<file path="config.mk">
export PLATFORM = sky130hd
export DESIGN_NAME = parallel_io_port_regs
export DESIGN_NICKNAME = d
export VERILOG_FILES = /design/src/verilog/pio_pkg.sv /design/src/verilog/pin_sync.sv /design/src/verilog/edge_latch_bits.sv /design/src/verilog/parallel_io_port_regs.sv
export SDC_FILE = /design/constraint.sdc
export NUM_CORES = 1
export LEC_CHECK = 0
export BUFFER_PORTS_ARGS = -buffer_cell sky130_fd_sc_hd__buf_4
export CAP_MARGIN = 40
export CORE_ASPECT_RATIO = 0.8
export CORE_MARGIN = 2
export CORE_UTILIZATION = 54
export CTS_CLUSTER_SIZE = 24
export DETAILED_ROUTE_END_ITERATION = 10
export PLACE_DENSITY = 0.86
export SKIP_CTS_REPAIR_TIMING = 1
export SLEW_MARGIN = 20
export SYNTH_ARGS = -nofsm -noshare
export SYNTH_HDL_FRONTEND = slang
export SYNTH_HIERARCHICAL = 1
export SYNTH_SLANG_ARGS = --single-unit
</file>
<file path="constraint.sdc">
create_clock -name sys_clk -period 5.56 [get_ports sys_clk]
set_clock_uncertainty 0.2 [all_clocks]
set_input_delay 0.834 -clock sys_clk [delete_from_list [all_inputs] [get_ports sys_clk]]
set_output_delay 0.834 -clock sys_clk [all_outputs]
set_load 0.01 [all_outputs]
</file>
<file path="src/verilog/pio_pkg.sv">
// Constants shared by the parallel I/O port and its helper modules.
// Assumes a word-addressed register port with one 32-bit word per offset.
package pio_pkg;

  // Port and register geometry
  localparam int DATA_W = 32;
  localparam int ADDR_W = 3;

  // Register word offsets
  localparam logic [ADDR_W-1:0] OFS_PIN_VALUE = 3'h0;
  localparam logic [ADDR_W-1:0] OFS_LINE_DIRECTION = 3'h1;
  localparam logic [ADDR_W-1:0] OFS_IRQ_ENABLE_MASK = 3'h2;
  localparam logic [ADDR_W-1:0] OFS_EDGE_LATCH = 3'h3;
  localparam logic [ADDR_W-1:0] OFS_OUTPUT_BIT_SET = 3'h4;
  localparam logic [ADDR_W-1:0] OFS_OUTPUT_BIT_CLEAR = 3'h5;

  // Reset values
  localparam logic [DATA_W-1:0] RST_PIN_VALUE = 32'h0000_0000;
  localparam logic [DATA_W-1:0] RST_LINE_DIRECTION = 32'h0000_0000;
  localparam logic [DATA_W-1:0] RST_IRQ_ENABLE_MASK = 32'h0000_0000;
  localparam logic [DATA_W-1:0] RST_EDGE_LATCH = 32'h0000_0000;
  localparam logic [DATA_W-1:0] RST_READ_DATA = 32'h0000_0000;
  localparam logic [DATA_W-1:0] UNMAPPED_READ = 32'h0000_0000;

  // Input filter: enabled cycles before filtered levels are trusted
  localparam int SETTLE_W = 2;
  localparam logic [SETTLE_W-1:0] SETTLE_CYCLES = 2'h3;

endpackage

</file>
<file path="src/verilog/pin_sync.sv">
// Three-stage synchroniser with agreement filter for the port's input lines.
// Assumes pin levels change asynchronously to sys_clk.
`timescale 1ns/10ps

module pin_sync #(
  parameter int W = 32
) (
  input wire logic sys_clk,
  input wire logic sys_rst,
  input wire logic clk_en,
  input wire logic [W-1:0] pin_async,
  output logic [W-1:0] level,
  output logic level_valid
);
  import pio_pkg::*;

  logic [W-1:0] meta_q;
  logic [W-1:0] sync2_q;
  logic [W-1:0] sync3_q;
  logic [W-1:0] level_q;
  logic [W-1:0] level_d;
  logic [SETTLE_W-1:0] settle_q;
  logic valid_q;

  // First stage feeds only the second stage
  always_ff @(posedge sys_clk or posedge sys_rst) begin
    if (sys_rst) begin
      meta_q <= '0;
      sync2_q <= '0;
      sync3_q <= '0;
    end else if (clk_en) begin
      meta_q <= pin_async;
      sync2_q <= meta_q;
      sync3_q <= sync2_q;
    end
  end

  // A bit moves only where stages two and three agree
  always_comb begin
    level_d = (sync2_q & sync3_q) | (level_q & (sync2_q | sync3_q));
  end

  always_ff @(posedge sys_clk or posedge sys_rst) begin
    if (sys_rst) begin
      level_q <= '0;
    end else if (clk_en) begin
      level_q <= level_d;
    end
  end

  // Blocks false edges while the pipeline still holds reset zeros
  always_ff @(posedge sys_clk or posedge sys_rst) begin
    if (sys_rst) begin
      settle_q <= '0;
      valid_q <= 1'b0;
    end else if (clk_en) begin
      if (settle_q == SETTLE_CYCLES) begin
        valid_q <= 1'b1;
      end else begin
        settle_q <= settle_q + 1'b1;
      end
    end
  end

  assign level = level_q;
  assign level_valid = valid_q;

endmodule

</file>
<file path="src/verilog/edge_latch_bits.sv">
// Sticky edge detector, one bit per line, cleared by selected-bit writes.
// Assumes filtered, synchronous levels and a one-cycle clear strobe.
`timescale 1ns/10ps

module edge_latch_bits #(
  parameter int W = 32
) (
  input wire logic sys_clk,
  input wire logic sys_rst,
  input wire logic clk_en,
  input wire logic [W-1:0] level,
  input wire logic level_valid,
  input wire logic [W-1:0] capture_en,
  input wire logic clear_we,
  input wire logic [W-1:0] clear_bits,
  output logic [W-1:0] latched
);
  import pio_pkg::*;

  logic [W-1:0] prev_q;
  logic armed_q;
  logic [W-1:0] hit;
  logic [W-1:0] latch_q;
  logic [W-1:0] latch_d;

  always_ff @(posedge sys_clk or posedge sys_rst) begin
    if (sys_rst) begin
      prev_q <= '0;
      armed_q <= 1'b0;
    end else if (clk_en) begin
      prev_q <= level;
      armed_q <= level_valid;
    end
  end

  // Either direction of change counts as an edge
  assign hit = armed_q ? ((level ^ prev_q) & capture_en) : '0;

  // A new edge beats a clear in the same cycle
  always_comb begin
    latch_d = latch_q;
    if (clear_we) begin
      latch_d = latch_d & ~clear_bits;
    end
    latch_d = latch_d | hit;
  end

  always_ff @(posedge sys_clk or posedge sys_rst) begin
    if (sys_rst) begin
      latch_q <= RST_EDGE_LATCH;
    end else if (clk_en) begin
      latch_q <= latch_d;
    end
  end

  assign latched = latch_q;
endmodule

</file>
<file path="src/verilog/parallel_io_port_regs.sv">
// Parallel I/O port: word registers for pin data, direction, interrupt
// enable, edge capture and set-bit / clear-bit writes.
// Assumes a word-addressed register port on sys_clk and two-way pins
// resolved outside from pin_out and pin_oe.
`timescale 1ns/10ps

module parallel_io_port_regs (
  input wire logic sys_clk,
  input wire logic sys_rst,
  input wire logic clk_en,
  input wire logic [pio_pkg::ADDR_W-1:0] reg_addr,
  input wire logic reg_read,
  input wire logic reg_write,
  input wire logic [pio_pkg::DATA_W-1:0] reg_wdata,
  output logic [pio_pkg::DATA_W-1:0] reg_rdata,
  input wire logic [pio_pkg::DATA_W-1:0] pin_in,
  output logic [pio_pkg::DATA_W-1:0] pin_out,
  output logic [pio_pkg::DATA_W-1:0] pin_oe,
  output logic irq
);
  import pio_pkg::*;

  logic [DATA_W-1:0] out_q;
  logic [DATA_W-1:0] out_d;
  logic [DATA_W-1:0] dir_q;
  logic [DATA_W-1:0] mask_q;
  logic [DATA_W-1:0] rdata_q;
  logic [DATA_W-1:0] rdata_d;
  logic [DATA_W-1:0] pin_level;
  logic pin_level_valid;
  logic [DATA_W-1:0] edge_bits;
  logic irq_q;

  logic wr_data;
  logic wr_dir;
  logic wr_mask;
  logic wr_edge;
  logic wr_set;
  logic wr_clear;
  logic rd_take;

  // Access decode; strobes only count while the clock enable is high
  assign wr_data = clk_en && reg_write && (reg_addr == OFS_PIN_VALUE);
  assign wr_dir = clk_en && reg_write && (reg_addr == OFS_LINE_DIRECTION);
  assign wr_mask = clk_en && reg_write && (reg_addr == OFS_IRQ_ENABLE_MASK);
  assign wr_edge = clk_en && reg_write && (reg_addr == OFS_EDGE_LATCH);
  assign wr_set = clk_en && reg_write && (reg_addr == OFS_OUTPUT_BIT_SET);
  assign wr_clear = clk_en && reg_write && (reg_addr == OFS_OUTPUT_BIT_CLEAR);
  assign rd_take = clk_en && reg_read;

  // Input path: pins are asynchronous, so they are filtered first
  pin_sync #(
    .W(DATA_W)
  ) u_pin_sync (
    .sys_clk(sys_clk),
    .sys_rst(sys_rst),
    .clk_en(clk_en),
    .pin_async(pin_in),
    .level(pin_level),
    .level_valid(pin_level_valid)
  );

  // Only lines set as inputs capture edges
  edge_latch_bits #(
    .W(DATA_W)
  ) u_edge_latch (
    .sys_clk(sys_clk),
    .sys_rst(sys_rst),
    .clk_en(clk_en),
    .level(pin_level),
    .level_valid(pin_level_valid),
    .capture_en(~dir_q),
    .clear_we(wr_edge),
    .clear_bits(reg_wdata),
    .latched(edge_bits)
  );

  // Output data: plain write, set-bit write and clear-bit write share
  // one register, so only one of them can land per cycle
  always_comb begin
    out_d = out_q;
    if (wr_data) begin
      out_d = reg_wdata;
    end else if (wr_set) begin
      out_d = out_q | reg_wdata;
    end else if (wr_clear) begin
      out_d = out_q & ~reg_wdata;
    end
  end

  always_ff @(posedge sys_clk or posedge sys_rst) begin
    if (sys_rst) begin
      out_q <= RST_PIN_VALUE;
    end else if (clk_en) begin
      out_q <= out_d;
    end
  end

  // Direction register
  always_ff @(posedge sys_clk or posedge sys_rst) begin
    if (sys_rst) begin
      dir_q <= RST_LINE_DIRECTION;
    end else if (wr_dir) begin
      dir_q <= reg_wdata;
    end
  end

  // Interrupt enable register
  always_ff @(posedge sys_clk or posedge sys_rst) begin
    if (sys_rst) begin
      mask_q <= RST_IRQ_ENABLE_MASK;
    end else if (wr_mask) begin
      mask_q <= reg_wdata;
    end
  end

  // Read mux; write-only and unmapped words read as zero
  always_comb begin
    case (reg_addr)
      OFS_PIN_VALUE: rdata_d = pin_level;
      OFS_LINE_DIRECTION: rdata_d = dir_q;
      OFS_IRQ_ENABLE_MASK: rdata_d = mask_q;
      OFS_EDGE_LATCH: rdata_d = edge_bits;
      default: rdata_d = UNMAPPED_READ;
    endcase
  end

  // Read data holds until the next read is taken
  always_ff @(posedge sys_clk or posedge sys_rst) begin
    if (sys_rst) begin
      rdata_q <= RST_READ_DATA;
    end else if (rd_take) begin
      rdata_q <= rdata_d;
    end
  end

  // Registered so the request never glitches on decode
  always_ff @(posedge sys_clk or posedge sys_rst) begin
    if (sys_rst) begin
      irq_q <= 1'b0;
    end else if (clk_en) begin
      irq_q <= |(edge_bits & mask_q);
    end
  end

  // Lamps on the low bits are active low; the port itself stays
  // polarity-neutral and drives exactly what software wrote
  assign pin_out = out_q;
  assign pin_oe = dir_q;
  assign reg_rdata = rdata_q;
  assign irq = irq_q;
endmodule

</file>
==> reports/qor.yml <==
status: "completed"
ys_seq_elements: 325
rows: 53
numPortBuffers: 168
yosysSeqAreaShare_pct: 56.7
switching_share_pct: 28.6
gp_congestion: 0.822
grt_pass1_wl_microns: 53700
initial_core_util_pct: 54.7
reg2reg_slack_ns: 3.88
synthTopCellsByCount: "dfrtp_1 (325), mux2_4 (106), a22oi_1 (78)"
maxCapViolations: 0
ir_drop_mv: 0.203
yosys_warnings: 6
cts_tree: "yes"
synthDistinctLibCells: 36
syn_to_final_growth_pct: 18.3
clock_path_buffers: 3
critical_path_class: "in -> reg"
nFillCells: 1835
p_leak_nw: 7.56
pwr-share-comb_pct: 19.6
htree_levels: 2
core_sq_um: 26200
vias: 9614
grt_max_degree: 118
setup_viol: 0
avgSynthCellArea_sq_um: 13.6
viasPerCell: 6.07
slowest_stage: "buf_4"
relSlewSlack_pct: 38.1
ys_top_cells_by_area: "dfrtp_1 (57%), mux2_4 (11%), a22oi_1 (4.1%)"
fin_nets: 1277
required_ns: 5.79
yosysMostFrequentCell: "dfrtp_1"
critPathBufInv: 3
fp.dieH_microns: 150
dieArea_sq_um: 27900
startpoint_type: "input port"
synth-main-ff-cell: "dfrtp_1"
fin_crit_sh_pct: 52.2
track_usage_pct: 24.8
drv_slew: 0
clk_pin_slew_worst_paths_ns: 0.06
cts-root-buf: "clkbuf_16"
worstHoldPathType: "in -> async"
fmax_mhz: 344
synth_area_sq_um: 14300
grt_overflow_total: 0
critical-path-max-stage-delay_ns: 0.68
tns_ns: 0
pwr-share-clk_pct: 32.1
insertion_delay_ns: 0.51
syn_nets: 1125
finalHoldViolCount: 0
die_w_microns: 186
ant_nets: 0
fin_util_pct: 64.8
post_drt_wl_per_cell_microns: 21.7
drtPass1Iterations: 5
drt-total-wl_microns: 34300
p_seq_share_pct: 48.3
drc: 0
clock_sinks: 325
numCtsBuffers: 34
yosysTopAreaCellShare_pct: 56.7
dpl.hpwl_microns: 22000
path_cells: "buf_8, buf_4, and2_1, buf_4, a32o_1"
worst_pin_slew_ns: 0.929
cp_top_family: "buffers and inverters"
p_per_area_nw_per_um2: 425
crit_fanout: 117
rsz0062_at_grt: "false"
synth-edff-count: 0
synthArstFlopShare_pct: 100
p_int_w: 0.00515
fin_hold_ws_ns: 0.0381
crit_top_cell: "buf_4"
period_minus_slack_ns: 2.90
diodes: 0
endpoint_kind: "flop"
syn_inst: 1052
worstPathArrival_ns: 3.13
p_sw_w: 0.00206
drive_gt1_share_pct: 32.4
final.setup.worst_slack_ns: 2.66
io_pins: 169
drtIter0Drc: 945
pre_cts_ws_ns: 2.22
synth_top_area_cell: "dfrtp_1"
grt_pass1_vias: 9586
antenna_found_initial: 0
[layer usage]
metal | up-vias | GRT usage (%) | wire length, microns
met5 | - | 0 | 0
met4 | 0 | 7.72 | 918
met3 | 74 | 4.79 | 2730
met2 | 439 | 36.9 | 15400
met1 | 4905 | 36.9 | 15300
li1 | 4196 | - | -
[cell families after synthesis]
group / synth area share, %
compound gates: 14.6
flops: 56.7
xor+xnor: 2.02
simple gates: 4.49
fa+ha+maj: 0.0873
mux: 17.9
buf+inv: 4.17
[cell type report]
type	count	area, sq um	share of cell area [%]
Inverter	36	145	0.856
Multi-Input combinational cell	621	5630	33.2
Tap cell	357	447	2.63
Clock buffer	56	1080	6.35
Timing Repair Buffer	186	1460	8.63
Sequential cell	325	8130	47.9
Clock inverter	4	73.8	0.435
[worst paths after layout]
check / from / end / depth (start not counted)
setup / recovery: clk_en / u_edge_latch/latched[25] / 5
hold / removal: sys_rst / u_pin_sync/level[9] / 2
setup reg to reg: u_edge_latch/latched[5] / irq / 4
hold reg to reg: u_pin_sync/level_valid / u_pin_sync/level_valid / 1
max in group asynchronous: sys_rst / u_edge_latch/latched[29] / 3
min in group sys_clk: u_pin_sync/level_valid / u_pin_sync/level_valid / 1
[sequential cells by signal, summed over array words and instances (netlist names), 2 cells and up, named ones only]
name / count
u_pin_sync/settle_q: 2
u_pin_sync/sync2_q: 32
mask_q: 32
pin_oe: 32
u_pin_sync/level: 32
u_pin_sync/sync3_q: 32
u_edge_latch/prev_q: 32
u_edge_latch/latched: 32
u_pin_sync/meta_q: 32
reg_rdata: 32
[cell usage in the layout (no fill, tap or decap), types with 33 or more instances in the layout]
cell,count
nand2b_1,33
clkbuf_16,37
a22o_1,62
mux2_2,47
buf_4,181
mux2_4,106
a22oi_1,78
nor2_1,33
dfrtp_1,325
o21ai_0,33
inv_1,33
xor2_1,33
mux2_1,40
[worst register-to-register path, stage by stage, from the launching register on]
cell and delay [ns]:
dfrtp_1 0.41, a22oi_1 0.26, nand4_1 0.18, nor4_1 0.40
a21oi_1 0.11
[metrics by stage]
stage	total power [W]	std cells	cell area (sq um)
after floorplan	0.00425	1052	14300
after global placement	0.00479	1521	15700
after detailed placement	0.00490	1524	15800
after CTS	0.00723	1584	16900
after global routing	0.00753	1585	17000
final	0.00722	1585	17000
[power by group through the flow]
stage	Combinational (W)	Clock [W]	Sequential [W]
final	0.00142	0.00232	0.00348
after global routing	0.00154	0.00244	0.00354
after CTS	0.00142	0.00234	0.00347
after detailed placement	0.00141	0	0.00350
after global placement	0.00134	0	0.00346
after floorplan	0.000905	0	0.00335
Note: power is estimated with default switching activity, not from simulation.
